**config.mk**
```make
export PLATFORM = sky130hd
export DESIGN_NAME = fbc_ctrl
export DESIGN_NICKNAME = d
export VERILOG_FILES = /design/src/rtl/fbc_pkg.sv /design/src/rtl/fbc_row_if.sv /design/src/rtl/fbc_row_guard.sv /design/src/rtl/fbc_ctrl.sv
export SDC_FILE = /design/constraint.sdc
export NUM_CORES = 1
export LEC_CHECK = 0
export BUFFER_PORTS_ARGS = -buffer_cell sky130_fd_sc_hd__buf_2
export CAP_MARGIN = 20
export CELL_PAD_IN_SITES_DETAIL_PLACEMENT = 1
export CELL_PAD_IN_SITES_GLOBAL_PLACEMENT = 2
export CORE_AREA = 2 2 117 119
export CTS_BUF_LIST = sky130_fd_sc_hd__clkbuf_4 sky130_fd_sc_hd__clkbuf_8 sky130_fd_sc_hd__clkbuf_16
export DETAILED_ROUTE_END_ITERATION = 7
export DIE_AREA = 0 0 119 121
export GPL_TIMING_DRIVEN = 0
export PLACE_DENSITY = 0.72
export SETUP_SLACK_MARGIN = 0.1
export SLEW_MARGIN = 5
export SYNTH_ARGS = -nofsm -noshare
export SYNTH_HDL_FRONTEND = slang
export SYNTH_HIERARCHICAL = 1
export SYNTH_SLANG_ARGS = --single-unit
```
**constraint.sdc**
```tcl
create_clock -name sys_clk -period 1.9 [get_ports sys_clk]
set_input_delay 0.19 -clock sys_clk [delete_from_list [all_inputs] [get_ports sys_clk]]
set_output_delay 0.19 -clock sys_clk [all_outputs]
set_load 0.005 [all_outputs]
```
**src/rtl/fbc_pkg.sv**
```systemverilog
// Constants, types and register map of the flash bank erase/program controller
package fbc_pkg;

  // Register bus geometry
  localparam int unsigned REG_AW = 8;
  localparam int unsigned REG_DW = 8;

  // Register offsets
  localparam logic [REG_AW-1:0] OFS_CTRL = 8'h00;  // flash_control_register
  localparam logic [REG_AW-1:0] OFS_PROT = 8'h04;  // protect_start_register
  localparam logic [REG_AW-1:0] OFS_STAT = 8'h08;  // Sequence status

  // Control register field positions
  localparam int unsigned CTRL_PGM  = 0;  // program_select
  localparam int unsigned CTRL_ERS  = 1;  // Erase select
  localparam int unsigned CTRL_MASS = 2;  // Mass erase select
  localparam int unsigned CTRL_HV   = 3;  // high_voltage_enable

  // Status register field positions
  localparam int unsigned STAT_PROT_RD  = 0;  // Protect register read in this sequence
  localparam int unsigned STAT_LATCHED  = 1;  // Page or row address latched
  localparam int unsigned STAT_NVS_DONE = 2;  // Setup time elapsed since latch
  localparam int unsigned STAT_ROW_FAIL = 3;  // Program write left the row
  localparam int unsigned STAT_PROT_HIT = 4;  // Latched address is protected
  localparam int unsigned STAT_STANDBY  = 5;  // Flash held in standby
  localparam int unsigned STAT_HV_REF   = 6;  // High-voltage request refused

  // Reset values
  localparam logic [REG_DW-1:0] CTRL_RST = 8'h00;
  localparam logic [REG_DW-1:0] PROT_RST = 8'hff;

  // Flash geometry
  localparam int unsigned FA_W      = 16;  // Array address width
  localparam int unsigned ROW_LSB   = 6;   // 64-byte rows
  localparam int unsigned PROT_LSB  = 7;   // Protect bits land at [14:7]
  localparam logic [FA_W-1:0] ARRAY_END = 16'h7fff;
  localparam logic [REG_DW-1:0] PROT_NONE = 8'hff;

  // Timing: latch to high voltage setup time
  localparam int unsigned CLK_MHZ     = 50;
  localparam int unsigned NVS_TIME_NS = 10000;  // latch_to_hv_setup_time, 10 us
  localparam int unsigned NVS_CYC     = (NVS_TIME_NS * CLK_MHZ + 999) / 1000;
  localparam int unsigned NVS_CW      = 10;

  // Sequence states
  typedef enum logic [2:0] {
    FBC_IDLE,      // Read mode, no operation selected
    FBC_SELECTED,  // Program or erase selected
    FBC_PROT_RD,   // Protect register has been read
    FBC_LATCHED,   // Target address latched, setup running
    FBC_HV_ON      // High voltage applied
  } fbc_state_t;

endpackage

```
**src/rtl/fbc_row_if.sv**
```systemverilog
// Interface between the sequencer and its row guard
`timescale 1ns/10ps
interface fbc_row_if;
  import fbc_pkg::*;
  logic            latch_wr;  // Latch the target row
  logic            prog_wr;   // Data byte write during programming
  logic            clear;     // End of sequence, clear the row failure flag
  logic [FA_W-1:0] addr;      // Array address of the write
  logic            fail;      // Cycle touched a second row
  logic            same_row;  // Current address lies in latched row

  modport seq   (output latch_wr, prog_wr, clear, addr, input fail, same_row);
  modport guard (input latch_wr, prog_wr, clear, addr, output fail, same_row);
endinterface

```
**src/rtl/fbc_row_guard.sv**
```systemverilog
// Row guard: holds the latched row and flags writes outside it
`timescale 1ns/10ps
module fbc_row_guard
  import fbc_pkg::*;
(
  input  wire logic sys_clk,
  input  wire logic rst_n,
  fbc_row_if.guard  row
);

  // Latched row number within the array
  logic [FA_W-ROW_LSB-1:0] row_q;
  // Sticky failure of the current cycle
  logic                    fail_q;

  // Row comparison on aligned 64-byte boundaries
  assign row.same_row = (row.addr[FA_W-1:ROW_LSB] == row_q);
  assign row.fail     = fail_q;

  // Row register, captured by the latch write
  always_ff @(posedge sys_clk or negedge rst_n) begin
    if (!rst_n) begin
      row_q <= '0;
    end else if (row.latch_wr) begin
      row_q <= row.addr[FA_W-1:ROW_LSB];
    end
  end

  // Failure flag, set by a write into another row; set wins over clear
  always_ff @(posedge sys_clk or negedge rst_n) begin
    if (!rst_n) begin
      fail_q <= 1'b0;
    end else if (row.prog_wr && !row.same_row) begin
      fail_q <= 1'b1;
    end else if (row.clear) begin
      fail_q <= 1'b0;
    end
  end

endmodule

```
**src/rtl/fbc_ctrl.sv**
```systemverilog
// Flash bank erase/program sequencer with register port and flash controls
//
// Local design decisions: the address map and the address-and-strobe port.
`timescale 1ns/10ps
module fbc_ctrl
  import fbc_pkg::*;
(
  input  wire logic                     sys_clk,
  input  wire logic                     rst_n,
  // Register port
  input  wire logic [fbc_pkg::REG_AW-1:0] reg_addr,
  input  wire logic [fbc_pkg::REG_DW-1:0] reg_wdata,
  input  wire logic                     reg_wr,
  input  wire logic                     reg_rd,
  output logic      [fbc_pkg::REG_DW-1:0] reg_rdata,
  // Processor writes into the flash array space
  input  wire logic                     arr_wr,
  input  wire logic [fbc_pkg::FA_W-1:0] arr_addr,
  input  wire logic [7:0]               arr_wdata,
  // Low-power mode requests
  input  wire logic                     wait_mode,
  input  wire logic                     stop_mode,
  // Controls toward the flash macro
  output logic                          fl_erase,
  output logic                          fl_mass,
  output logic                          fl_prog,
  output logic                          fl_hv,
  output logic                          fl_byte_wr,
  output logic      [fbc_pkg::FA_W-1:0] fl_addr,
  output logic      [7:0]               fl_data
);
  import fbc_pkg::*;

  // Protected range test on a 16-bit array address
  function automatic logic is_protected(input logic [FA_W-1:0] a,
                                        input logic [REG_DW-1:0] p);
    logic [FA_W-1:0] start;
    start = {1'b0, p, 7'h00};
    is_protected = (p != PROT_NONE) && (a >= start) && (a <= ARRAY_END);
  endfunction

  // Register state
  fbc_state_t          st_q;        // Sequence state
  logic                pgm_q;       // program_select
  logic                ers_q;       // Erase select
  logic                mass_q;      // Mass erase select
  logic                hv_q;        // high_voltage_enable
  logic [REG_DW-1:0]   prot_q;      // protect_start_register
  logic [NVS_CW-1:0]   nvs_cnt_q;   // Setup time counter
  logic                nvs_done;    // Setup time reached
  logic [FA_W-1:0]     lat_addr_q;  // Latched page or row address
  logic                hv_ref_q;    // Sticky refused high-voltage request
  logic [REG_DW-1:0]   rdata_q;     // Registered read data
  logic                standby;     // Wait or stop in force
  logic                prot_hit;    // Latched address is protected

  // Bus decode
  logic wr_ctrl;
  logic wr_prot;
  logic rd_prot;
  logic set_pgm;
  logic set_ers;
  logic hv_req;
  logic hv_ok;
  logic op_sel;

  // Byte write strobes toward the guard
  logic latch_wr;
  logic prog_wr;

  fbc_row_if row_if ();

  // Register strobes decoded from the byte offset
  assign wr_ctrl = reg_wr && (reg_addr == OFS_CTRL);
  assign wr_prot = reg_wr && (reg_addr == OFS_PROT);
  // A protect read is the step that arms the latch write
  assign rd_prot = reg_rd && (reg_addr == OFS_PROT);

  // Either low-power mode parks the flash in standby
  assign standby = wait_mode || stop_mode;

  // An operation is under way while either select bit is set
  assign op_sel  = pgm_q || ers_q;

  // Protection is judged on the latched target, not on later bytes
  assign prot_hit = is_protected(lat_addr_q, prot_q);

  // Setup time is complete once the counter has reached its end count
  assign nvs_done = (nvs_cnt_q == NVS_CW'(NVS_CYC));

  // Select bits: one may only rise while the other stays low
  assign set_pgm = reg_wdata[CTRL_PGM] && !reg_wdata[CTRL_ERS] && !ers_q;
  assign set_ers = reg_wdata[CTRL_ERS] && !reg_wdata[CTRL_PGM] && !pgm_q;

  // High voltage accepted only after the full step order and outside protection
  assign hv_req = wr_ctrl && reg_wdata[CTRL_HV] && !hv_q;
  assign hv_ok  = op_sel && (st_q == FBC_LATCHED) && nvs_done
                  && !prot_hit && !standby;

  // Flash-space writes: first is the latch write, later ones in a program sequence are data bytes
  assign latch_wr = arr_wr && !standby && op_sel && (st_q == FBC_PROT_RD);
  // Data bytes only count while high voltage is actually on
  assign prog_wr  = arr_wr && !standby && pgm_q && hv_q && (st_q == FBC_HV_ON);

  // The guard clears its failure flag whenever the sequence is back in read mode
  assign row_if.latch_wr = latch_wr;
  assign row_if.prog_wr  = prog_wr;
  assign row_if.clear    = (st_q == FBC_IDLE);
  assign row_if.addr     = arr_addr;

  // Row tracking for program cycles
  fbc_row_guard u_guard (
    .sys_clk (sys_clk),
    .rst_n   (rst_n),
    .row     (row_if)
  );

  // Program select bit
  always_ff @(posedge sys_clk or negedge rst_n) begin
    if (!rst_n) begin
      pgm_q <= CTRL_RST[CTRL_PGM];
    end else if (wr_ctrl) begin
      // Once set the bit follows the written value; setting obeys the interlock
      pgm_q <= pgm_q ? reg_wdata[CTRL_PGM] : set_pgm;
    end
  end

  // Erase and mass erase select bits
  always_ff @(posedge sys_clk or negedge rst_n) begin
    if (!rst_n) begin
      ers_q  <= CTRL_RST[CTRL_ERS];
      mass_q <= CTRL_RST[CTRL_MASS];
    end else if (wr_ctrl) begin
      // Same interlock as program select, seen from the other side
      ers_q  <= ers_q ? reg_wdata[CTRL_ERS] : set_ers;
      // Mass select is a plain stored bit
      mass_q <= reg_wdata[CTRL_MASS];
    end
  end

  // High-voltage enable: set only when allowed, clear at any time
  always_ff @(posedge sys_clk or negedge rst_n) begin
    if (!rst_n) begin
      hv_q <= CTRL_RST[CTRL_HV];
    end else if (wr_ctrl) begin
      // Dropping high voltage is always honoured
      if (!reg_wdata[CTRL_HV]) begin
        hv_q <= 1'b0;
      // Raising it needs the whole step order behind it
      end else if (hv_req && hv_ok) begin
        hv_q <= 1'b1;
      end
      // A refused raise leaves the bit low; the status flag reports it
    end
  end

  // Refused high-voltage requests are remembered until the sequence is back in read mode
  always_ff @(posedge sys_clk or negedge rst_n) begin
    if (!rst_n) begin
      hv_ref_q <= 1'b0;
    end else if (hv_req && !hv_ok) begin
      hv_ref_q <= 1'b1;
    end else if (st_q == FBC_IDLE) begin
      // Back in read mode the record is dropped; a refusal in that cycle wins
      hv_ref_q <= 1'b0;
    end
  end

  // Protect start register, written through the port
  always_ff @(posedge sys_clk or negedge rst_n) begin
    if (!rst_n) begin
      prot_q <= PROT_RST;
    end else if (wr_prot) begin
      // Writable stand-in for the protect byte
      prot_q <= reg_wdata;
    end
  end

  // Sequence state; frozen while in standby
  always_ff @(posedge sys_clk or negedge rst_n) begin
    if (!rst_n) begin
      st_q <= FBC_IDLE;
    end else if (!standby) begin
      unique case (st_q)
        // Read mode until a select bit is set
        FBC_IDLE: begin
          if (op_sel) begin
            st_q <= FBC_SELECTED;
          end
        end
        // Selected; the protect read must come before any latch write
        FBC_SELECTED: begin
          if (!op_sel) begin
            st_q <= FBC_IDLE;
          end else if (rd_prot) begin
            st_q <= FBC_PROT_RD;
          end
        end
        // Next flash-space write picks the page or row
        FBC_PROT_RD: begin
          if (!op_sel) begin
            st_q <= FBC_IDLE;
          end else if (latch_wr) begin
            st_q <= FBC_LATCHED;
          end
        end
        // Setup time runs; only an accepted raise moves on
        FBC_LATCHED: begin
          if (!op_sel) begin
            st_q <= FBC_IDLE;
          end else if (hv_req && hv_ok) begin
            st_q <= FBC_HV_ON;
          end
        end
        // High voltage phase of program or erase
        FBC_HV_ON: begin
          // Operation ends once both select and high voltage are low
          if (!op_sel && !hv_q) begin
            st_q <= FBC_IDLE;
          end
        end
        // Codes outside the state list fall back to read mode
        default: begin
          st_q <= FBC_IDLE;
        end
      endcase
    end
  end

  // Latched target address, page for erase and row for program
  always_ff @(posedge sys_clk or negedge rst_n) begin
    if (!rst_n) begin
      lat_addr_q <= '0;
    end else if (latch_wr) begin
      // Held for the protection test for the rest of the sequence
      lat_addr_q <= arr_addr;
    end
  end

  // Setup timer from latch write to permitted high voltage
  always_ff @(posedge sys_clk or negedge rst_n) begin
    if (!rst_n) begin
      nvs_cnt_q <= '0;
    end else if (st_q != FBC_LATCHED) begin
      // Any other state restarts the count
      nvs_cnt_q <= '0;
    end else if (!nvs_done) begin
      // Count up and hold at the end count
      nvs_cnt_q <= nvs_cnt_q + NVS_CW'(1);
    end
  end

  // Flash control outputs, all forced inactive in standby
  always_ff @(posedge sys_clk or negedge rst_n) begin
    if (!rst_n) begin
      fl_erase <= 1'b0;
      fl_mass  <= 1'b0;
      fl_prog  <= 1'b0;
      fl_hv    <= 1'b0;
    end else begin
      // Erase, program and high voltage follow their register bits one cycle later, gated by standby
      fl_erase <= ers_q && !standby;
      // Mass erase only means something beside erase select
      fl_mass  <= ers_q && mass_q && !standby;
      fl_prog  <= pgm_q && !standby;
      fl_hv    <= hv_q && !standby;
    end
  end

  // Address, data and byte strobe toward the array
  always_ff @(posedge sys_clk or negedge rst_n) begin
    if (!rst_n) begin
      fl_byte_wr <= 1'b0;
      fl_addr    <= '0;
      fl_data    <= 8'hff;
    end else begin
      // Bytes outside the latched row are dropped and fail the cycle
      fl_byte_wr <= prog_wr && row_if.same_row && !row_if.fail;
      // Address and data are held between writes for the array to sample
      if (latch_wr || prog_wr) begin
        fl_addr <= arr_addr;
        fl_data <= arr_wdata;
      end
    end
  end

  // Registered read data, one cycle after the strobe
  always_ff @(posedge sys_clk or negedge rst_n) begin
    if (!rst_n) begin
      rdata_q <= '0;
    end else if (reg_rd) begin
      unique case (reg_addr)
        // Control bits read back as stored; upper bits read as zero
        OFS_CTRL: rdata_q <= {4'h0, hv_q, mass_q, ers_q, pgm_q};
        OFS_PROT: rdata_q <= prot_q;
        // Refusal, standby, protection, row failure, setup, latch, protect read
        OFS_STAT: rdata_q <= {1'b0, hv_ref_q, standby, prot_hit, row_if.fail,
                              nvs_done, (st_q == FBC_LATCHED) || (st_q == FBC_HV_ON),
                              st_q != FBC_IDLE && st_q != FBC_SELECTED};
        default:  rdata_q <= '0;
      endcase
    end else begin
      // Read data stand for one cycle only
      rdata_q <= '0;
    end
  end

  assign reg_rdata = rdata_q;

endmodule

```
Word level (Yosys, flattened, before mapping)
Cells that the tools add are included.
- bits of input ports: 47
- word-level logic and storage cells: 116
- bits in registers: 90
- add/sub/neg operators: 1
- muxes and demuxes: 20
- bitwise logic cells: 1
- order comparisons: 2
- eq/ne operators: 18
- reduce and logical (&&, ||, !) cells: 55
- operators with widths (operator ; number):
    $logic_and A1 B1 Y1 ; 33
    $mux W3 ; 8
    $pmux W8 S3 ; 1
    $mux W10 ; 2
    $ge A16 B15 Y1 ; 1
    $le A16 B15 Y1 const B ; 1
    $pmux W3 S5 ; 1
    $logic_not A1 Y1 ; 11
    $add A10 B1 Y10 const B ; 1
    $eq A10 B10 Y1 ; 1
    $eq A10 B9 Y1 const B ; 1
    $ne A3 B3 Y1 const B ; 3
    $eq A8 B3 Y1 const B ; 1
    $eq A8 B4 Y1 const B ; 1
    $logic_not A8 Y1 ; 1
    $mux W8 ; 1
    $ne A8 B8 Y1 const B ; 1
    $mux W1 ; 7
    $eq A3 B2 Y1 const B ; 2
    $reduce_and A6 Y1 ; 1
    $logic_or A1 B1 Y1 ; 4
    $ne A2 B1 Y1 const B ; 2
    $ne A2 B2 Y1 const B ; 2
    $reduce_bool A2 Y1 ; 2
    8 further kinds ; 8

Depth between registers and ports, before layout
Gate-level depths: netlist (run 1).
- depth after elaboration: 10
- depth in mapped cells: 7
- gate-level depth less buffers: 7

Hierarchy
Netlist (run 1), hierarchy kept.
- modules (own cells, without submodules) (module ; area each (um^2) ; cells each ; times used):
    fbc_ctrl ; 3692.3 ; 297 ; 1
    fbc_row_guard ; 525.5 ; 39 ; 1

Least setup slack after synthesis (run 1)
No wires, ideal clock.
- path type: reg-to-reg
- start: register st_q[2]
- end: register u_guard.row_q[0]
- period minus slack after synthesis: 2.076 ns
- library setup time: 0.125 ns
- stages on the path, launching flop included: 6
- data arrival time: 1.951 ns
- setup slack: -0.176 ns
- path buffers: 3
- cells stage by stage: dfrtp_1 -> clkbuf_1 -> nor4_4 -> buf_4 -> buf_2 -> mux2_2
- cells in the longest elaborated chain, start to end: 2
- RTL lines (what ; line ; RTL):
    from (decl) ; fbc_ctrl.sv:43 ; fbc_state_t st_q;
    from (signal assigned) ; fbc_ctrl.sv:182 ; st_q <= FBC_IDLE;
    from (signal assigned) ; fbc_ctrl.sv:188 ; st_q <= FBC_SELECTED;
    from (signal assigned) ; fbc_ctrl.sv:194 ; st_q <= FBC_IDLE;
    $eq A3 B2 Y1 ; fbc_ctrl.sv:101 ; assign latch_wr = arr_wr && !standby && op_sel && (st_q == FBC_PROT_RD);
    $logic_and A1 B1 Y1 ; fbc_ctrl.sv:101 ;
    named net latch_wr ; fbc_ctrl.sv:68 ; logic latch_wr;
    to (signal assigned) ; fbc_row_guard.sv:25 ; row_q <= row.addr[FA_W-1:ROW_LSB];
    to (decl) ; fbc_row_guard.sv:12 ; logic [FA_W-ROW_LSB-1:0] row_q;
The timed path passes the listed nets, and every way through them passes these cells.
A chain may end at the register's enable or synchronous reset.

Worst setup path after layout (run 1)
- start: register prot_q[6]
- end: register hv_q
- cells in the longest elaborated chain, start to end: 9
- elaborated cells between the ends (all ways): 10
- RTL lines (what ; line ; RTL):
    from (decl) ; fbc_ctrl.sv:48 ; logic [REG_DW-1:0] prot_q;
    from (signal assigned) ; fbc_ctrl.sv:175 ; prot_q <= reg_wdata;
    $ge A16 B15 Y1 or $ne A8 B8 Y1 (tied branches) ; fbc_ctrl.sv:39 ; is_protected = (p != PROT_NONE) && (a >= start) && (a <= ARRAY_END);
    $logic_and A1 B1 Y1 * (2 in series) ; fbc_ctrl.sv:39 ;
    $logic_not A1 Y1 * ; fbc_ctrl.sv:98 ; && !prot_hit && !standby;
    $logic_and A1 B1 Y1 * (2 in series) ; fbc_ctrl.sv:98 ;
    $logic_and A1 B1 Y1 * ; fbc_ctrl.sv:150 ; end else if (hv_req && hv_ok) begin
    $ne A2 B1 Y1 (no line) * ; - ;
    $reduce_and A2 Y1 (no line) * ; - ;
    to (signal assigned) ; fbc_ctrl.sv:144 ; hv_q <= CTRL_RST[CTRL_HV];
    to (decl) ; fbc_ctrl.sv:47 ; logic hv_q;
Every way passes the cells marked *; elsewhere a longest branch is shown, timed or not.

==> impl_metrics.env, run 1 <==
export IMPL_seq_area_frac_synth_pct=53.9
export IMPL_root_buffer="clkbuf_16"
export IMPL_detail_route_wl_per_cell_um=16.1
export IMPL_clock_sinks=90
export IMPL_antenna_found_initial=0
export IMPL_final_core_util_pct=41.9
export IMPL_overflow=0
export IMPL_grt_usage_pct=14.9
export IMPL_synth_edf_count=0
export IMPL_ant_nets=0
export IMPL_clk_latency_ns=0.34
export IMPL_yosys_top_cells_count="dfrtp_1 (74), mux2_2 (39), nor2_1 (25), mux2_4 (20), dfstp_2 (16)"
export IMPL_start_kind="flop"
export IMPL_fp_dieArea_um2=14400
export IMPL_cts_max_level=3
export IMPL_synthTopCellsByArea="dfrtp_1 (44%), mux2_2 (10%), dfstp_2 (10%), mux2_4 (7.1%), ha_1 (3.0%)"
export IMPL_fmax_mhz=561
export IMPL_finClkSkew_ns=0.00406
export IMPL_routed_wl_um=10000
export IMPL_ys_warn_count=6
export IMPL_viasPerCell=4.82
export IMPL_drv_cap=0
export IMPL_rows=42
export IMPL_insertedDiodeCount=0
export IMPL_slew_headroom_pct=63.5
export IMPL_path_clk_slew_ns=0.06
export IMPL_core_area_um2=13100
export IMPL_drc=0
export IMPL_cts_tree="yes"
export IMPL_hold_ws_ns=0.0786
export IMPL_nNetsFinal=502
export IMPL_ys_types=55
export IMPL_min_path_cells=2
export IMPL_final_cells=626
export IMPL_rsz0062_at_grt="yes"
export IMPL_numPortBuffers=82
export IMPL_fp_dieW_um=119
export IMPL_reg2reg_slack_ns=0.12
export IMPL_cp_end_kind="flop"
export IMPL_drt_iter0_drc=98
export IMPL_period_needed_ns=1.78
export IMPL_fin_crit_sh_pct=93.9
export IMPL_vias=3015
export IMPL_start_util_pct=32.2
export IMPL_reg2reg_to="hv_q$_DFFE_PN0P_"
export IMPL_holdPathEnd="prot_q[4]$_DFFE_PN1P_"
export IMPL_ys_flop_type="dfrtp_1"
export IMPL_hp_start="reg_wdata[4]"
export IMPL_finalHoldViolCount=0
export IMPL_slew_viol_final=0
export IMPL_cp_max_fo=4
export IMPL_syn_area_per_cell_um2=12.6
export IMPL_ir_worst_vdd_v=0.000280
export IMPL_rr_startpoint="prot_q[6]$_DFFE_PN1P_"
export IMPL_gp_congestion=0.749
export IMPL_syn_inst=336
export IMPL_cts_max_path_buffers=2
export IMPL_power_mw=3.84
export IMPL_fin_ws_ns=0.116
export IMPL_async_reset_ff_share_pct=100
export IMPL_dp_slack_ns=-0.362
export IMPL_synthesis_area_um2=4220
export IMPL_netlist_area_leader_share_pct=43.9
export IMPL_io_pins=84
export IMPL_worst_ep_arrival_time_ns=2.07
export IMPL_cp_required_ns=2.18
export IMPL_dieHeight_um=121
export IMPL_dpl_cell_area_um2=4950
export IMPL_cts_made_buffers=9
export IMPL_drive_gt1_share_pct=49.1
export IMPL_reg2reg_depth=7
export IMPL_synth_most_common_cell="dfrtp_1"
export IMPL_synth_fp_nets=393
export IMPL_setup_viol=0
export IMPL_outcome="completed"
export IMPL_tightest_slew_ns=0.547
export IMPL_stdcell_area_um2=5480
export IMPL_finalSetupTns_ns=0
export IMPL_yosysTopAreaCell="dfrtp_1"
export IMPL_hp_class="primary input to flop"
export IMPL_ys_ff_latch=90
export IMPL_grt_start_max_net_pins=67
export IMPL_grt_pass1_wl_um=16500
export IMPL_dp_cells=595
export IMPL_crit_type="flop to flop"
export IMPL_dr_pass1_iters=4
export IMPL_place_hpwl_um=7230
export IMPL_grt_pass1_vias=3202
export IMPL_power_density_nw_per_um2=700
export IMPL_p_leak_nw=2.65
export IMPL_syn2layout_area_growth_pct=29.9
final cells by class:
cell class,count,area (um2)
Timing Repair Buffer,99,567
Buffer,10,104
Clock inverter,5,31.3
Multi-Input combinational cell,221,1990
Inverter,14,52.6
Sequential cell,90,2270
Fill cell,1423,7610
Tap cell,176,220
Clock buffer,11,240
placed cells by master, fill, tap and decap left out, types with 5 or more instances in the layout:
cell       netlist  final
mux2_4          20     30
buf_2            1     82
xor2_1           5      5
o21ai_0          9      6
a21oi_1         10     10
nor2_1          25     23
nand2_1         12     11
nor3_1           7      6
clkbuf_16        0      9
xnor2_1         11     11
mux2_2          39     29
dfrtp_1         74     72
ha_4             0      5
inv_1           14     11
and2_1           5      5
dfstp_2         16     16
nand4_1          9      9
buf_4            1     15
worst max-delay path: stages (launching register included):
cell and delay (ns):
dfstp_2 0.54, inv_2 0.04, ha_4 0.20, a21o_1 0.16, a211oi_2 0.23, o21ai_2 0.10
o21ai_2 0.24, a41o_1 0.19
per-layer routing:
metal / vias to the layer above / global-route usage, % / wire length (um)
met5: - / 0 / 0
li1: 1418 / - / -
met4: 0 / 5.13 / 145
met1: 1523 / 19.3 / 4550
met2: 62 / 24.6 / 4920
met3: 12 / 3.43 / 429
cell families (layout without fill, tap and decap cells):
group                      Yosys count  count (layout)  synth area share (%)
DFF                                 90              90                  53.9
and+or+nand+nor                     90              90                  12.0
muxes                               61              61                  18.0
AOI/OAI and AO/OA                   44              44                  7.18
buffers and inverters               25             139                  2.70
xor gates and xnor gates            16              16                  3.32
adders and majority gates           10              10                  2.97
power by group:
group | switching [mW] | internal, mW
clock network | 0.723 | 0.910
logic | 0.148 | 0.105
registers | 0.0128 | 1.94
total | 0.884 | 2.95
state kept, by name (all words and copies together) (netlist names):
| name | cells |
|---|---|
| nvs_cnt_q | 10 |
| ers_q | 1 |
| st_q | 3 |
| prot_q | 8 |
| u_guard/row.fail | 1 |
| fl_erase | 1 |
| fl_byte_wr | 1 |
| hv_ref_q | 1 |
| fl_mass | 1 |
| lat_addr_q | 16 |
| reg_rdata | 8 |
| hv_q | 1 |
| fl_prog | 1 |
| mass_q | 1 |
| fl_addr | 16 |
| fl_hv | 1 |
| pgm_q | 1 |
| u_guard/row_q | 10 |
| fl_data | 8 |
worst max-delay path by stage:
stage,from,end,slack [ns],depth (start not counted)
after CTS,prot_q[2]$_DFFE_PN1P_,hv_q$_DFFE_PN0P_,0.11,7
after global routing,prot_q[2]$_DFFE_PN1P_,hv_ref_q$_DFFE_PN0P_,0.003,7
after detailed placement,stop_mode,u_guard/row_q[3]$_DFFE_PN0P_,-0.36,7
after floorplan,st_q[1]$_DFFE_PN0P_,u_guard/row_q[0]$_DFFE_PN0P_,0.02,6
after global placement,stop_mode,u_guard/row_q[6]$_DFFE_PN0P_,-0.35,7
final,prot_q[6]$_DFFE_PN1P_,hv_q$_DFFE_PN0P_,0.12,7
repair_timing:
action / CTS / global route
pin swaps: 17 / 11
hold buffers: 1 / 0
gates resized for setup: 19 / 13
endpoints found under the hold margin: 20 / 0
endpoints found under the setup margin: 56 / 37
setup buffers: 12 / 3
cloned: 0 / 0
Power figures use the tool's default switching activity.
==> run 2, diff against run 1 <==
--- a/config.mk
+++ b/config.mk
@@ -14,5 +14,4 @@
 export DETAILED_ROUTE_END_ITERATION = 7
 export DIE_AREA = 0 0 119 121
-export GPL_TIMING_DRIVEN = 0
 export PLACE_DENSITY = 0.72
 export SETUP_SLACK_MARGIN = 0.1
==> constraint.sdc (replaced) <==
create_clock -name sys_clk -period 1.9 [get_ports sys_clk]
set_input_delay 0.19 -clock sys_clk [delete_from_list [all_inputs] [get_ports sys_clk]]
set_output_delay 0.19 -clock sys_clk [all_outputs]
set_load 0.1 [all_outputs]
==> run 2 against run 1 <==
Critical endpoint is now reg_rdata[4]$_DFF_PN0_. Sequential cell count did not move. Clock-buffer cell count fell by 1. Register-to-register slack got worse by 0.05 ns. Combinational power rose by 19%. Worst hold slack got worse by 0.0046 ns. Critical path depth rose by 1. Final cell count rose by 2.7%.
==> impl_metrics.env, run 2 (synthesis results as in run 1) <==
export IMPL_core_area_um2=13100
export IMPL_fp_dieW_um=119
export IMPL_grt_pass1_wl_um=16600
export IMPL_ant_nets=0
export IMPL_crit_family="compound AO/OA/AOI/OAI gates"
export IMPL_clock_sinks=90
export IMPL_cp_cell_sequence="inv_2, ha_4, a21o_1, a211oi_2, o21ai_4, buf_6, o211ai_1, a21oi_1"
export IMPL_drc=0
export IMPL_ir_worst_vdd_v=0.000388
export IMPL_top_regs="fl_addr (16), lat_addr_q (16)"
export IMPL_seq_area_um2=2270
export IMPL_period_needed_ns=1.83
export IMPL_numPortBuffers=83
export IMPL_insertedDiodeCount=0
export IMPL_viasPerCell=4.78
export IMPL_reg2reg_to="reg_rdata[4]$_DFF_PN0_"
export IMPL_cp_max_fo=3
export IMPL_cp_end_kind="flop"
export IMPL_mostFrequentLayoutCell="buf_2"
export IMPL_io_pins=84
export IMPL_grt_pass1_vias=3289
export IMPL_grt_start_max_net_pins=52
export IMPL_start_kind="flop"
export IMPL_detail_route_wl_per_cell_um=16.3
export IMPL_reg2reg_slack_ns=0.07
export IMPL_cts_max_path_buffers=2
export IMPL_outcome="completed"
export IMPL_start_util_pct=32.2
export IMPL_fin_ws_ns=0.0661
export IMPL_cts_tree="yes"
export IMPL_critPathBufInv=2
export IMPL_slew_headroom_pct=64.0
export IMPL_min_path_cells=2
export IMPL_cpPeakStageDelay_ns=0.53
export IMPL_p_clk_share_pct=47.4
export IMPL_setup_viol=0
export IMPL_n_fill_cell=1418
export IMPL_power_density_nw_per_um2=754
export IMPL_slew_viol_final=0
export IMPL_root_buffer="clkbuf_16"
export IMPL_rsz0062_at_grt="yes"
export IMPL_seq_power_share_pct=45.6
export IMPL_holdPathEnd="fl_data[3]$_DFFE_PN1P_"
export IMPL_netSwitchingFraction_pct=21.3
export IMPL_p_comb_share_pct=7.0
export IMPL_fin_crit_sh_pct=96.5
export IMPL_finalSetupTns_ns=0
export IMPL_path_clk_slew_ns=0.06
export IMPL_p_leak_nw=2.78
export IMPL_finalHoldViolCount=0
export IMPL_multi_input_area_um2=2010
export IMPL_vias=3072
export IMPL_cts_made_buffers=9
export IMPL_finClkSkew_ns=0.00896
export IMPL_hp_class="primary input to flop"
export IMPL_drv_cap=0
export IMPL_crit_type="flop to flop"
export IMPL_worst_ep_arrival_time_ns=2.06
export IMPL_dp_slack_ns=-0.0921
export IMPL_fmax_mhz=545
export IMPL_drt_iter0_drc=69
export IMPL_switchingPower_mw=0.909
export IMPL_antenna_found_initial=0
export IMPL_gp_congestion=0.780
export IMPL_dieHeight_um=121
export IMPL_syn2layout_area_growth_pct=34.3
export IMPL_routed_wl_um=10500
export IMPL_drive_gt1_share_pct=52.2
export IMPL_rows=42
export IMPL_fp_dieArea_um2=14400
export IMPL_cp_required_ns=2.13
export IMPL_final_cell_mix="buf_2 (82), dfrtp_1 (74), buf_4 (38)"
export IMPL_cts_max_level=3
export IMPL_overflow=0
export IMPL_grt_usage_pct=14.9
export IMPL_cp_slowest_cell="dfstp_2"
export IMPL_place_hpwl_um=7470
export IMPL_dr_pass1_iters=4
export IMPL_nNetsFinal=519
export IMPL_hp_start="arr_wdata[3]"
export IMPL_hold_ws_ns=0.0740
export IMPL_reg2reg_depth=8
export IMPL_power_internal_mw=3.36
export IMPL_clk_latency_ns=0.35
export IMPL_rr_startpoint="prot_q[6]$_DFFE_PN1P_"
export IMPL_tightest_slew_ns=0.538
run 2: changes by cell type in the layout (fill, tap and decap cells not counted), moves of 2 or more:
| cell | change |
|---|---|
| buf_4 | +23 |
| bufinv_16 | +3 |
| clkbuf_1 | -4 |
| dfrtp_1 | +2 |
| dfrtp_2 | -2 |
| ha_1 | +2 |
run 2: metal layers:
layer	global-route usage [%]	vias to the layer above	wire [um]	part of all wire, %
met5	0	-	0	0
met4	6.03	0	172	1.6
met3	2.63	12	367	3.5
met1	18.9	1548	4780	46
li1	-	1458	-	-
met2	25.3	54	5140	49
run 2: worst max path at each step:
| stage | start | end | slack [ns] | cells past startpoint |
|---|---|---|---|---|
| after floorplan | st_q[1]$_DFFE_PN0P_ | u_guard/row_q[0]$_DFFE_PN0P_ | 0.02 | 6 |
| after global placement | prot_q[0]$_DFFE_PN1P_ | hv_q$_DFFE_PN0P_ | -0.06 | 6 |
| after detailed placement | prot_q[0]$_DFFE_PN1P_ | hv_q$_DFFE_PN0P_ | -0.09 | 6 |
| after CTS | pgm_q$_DFFE_PN0P_ | fl_data[2]$_DFFE_PN1P_ | -0.04 | 4 |
| after global routing | prot_q[6]$_DFFE_PN1P_ | reg_rdata[4]$_DFF_PN0_ | -0.02 | 8 |
| final | prot_q[6]$_DFFE_PN1P_ | reg_rdata[4]$_DFF_PN0_ | 0.07 | 8 |
run 2: what timing repair did:
action / CTS / global route
setup buffers: 5 / 4
pin swaps: 18 / 8
gates resized for setup: 17 / 15
endpoints found under the hold margin: 14 / 0
hold buffers: 1 / 0
cloned: 0 / 1
setup endpoints to repair: 55 / 55
run 2: stage by stage:
stage | instances | cell area, um2 | utilization, % | total power [mW]
finish | 643 | 5660 | 43.3 | 4.27
global route | 643 | 5660 | 43.3 | 4.44
CTS | 638 | 5570 | 42.5 | 4.32
detailed placement | 616 | 5090 | 38.9 | 2.25
global placement | 616 | 5090 | 38.9 | 2.24
floorplan | 336 | 4290 | - | 2.07
run 2: area by class of cell:
class | instances | share of cell area (%)
clock inverter | 6 | 1.86
tap | 176 | 3.89
sequential | 90 | 40.1
timing repair buffer | 125 | 13.6
inverter | 14 | 0.928
multi-input combinational | 222 | 35.5
clock buffer | 10 | 4.11
run 2: power by group through the flow:
stage / registers (mW) / clock network, mW / logic [mW]
final: 1.95 / 2.02 / 0.300
after global routing: 1.95 / 2.16 / 0.333
after CTS: 1.95 / 2.09 / 0.293
after detailed placement: 1.98 / 0 / 0.264
after global placement: 1.98 / 0 / 0.259
after floorplan: 1.99 / 0 / 0.0835
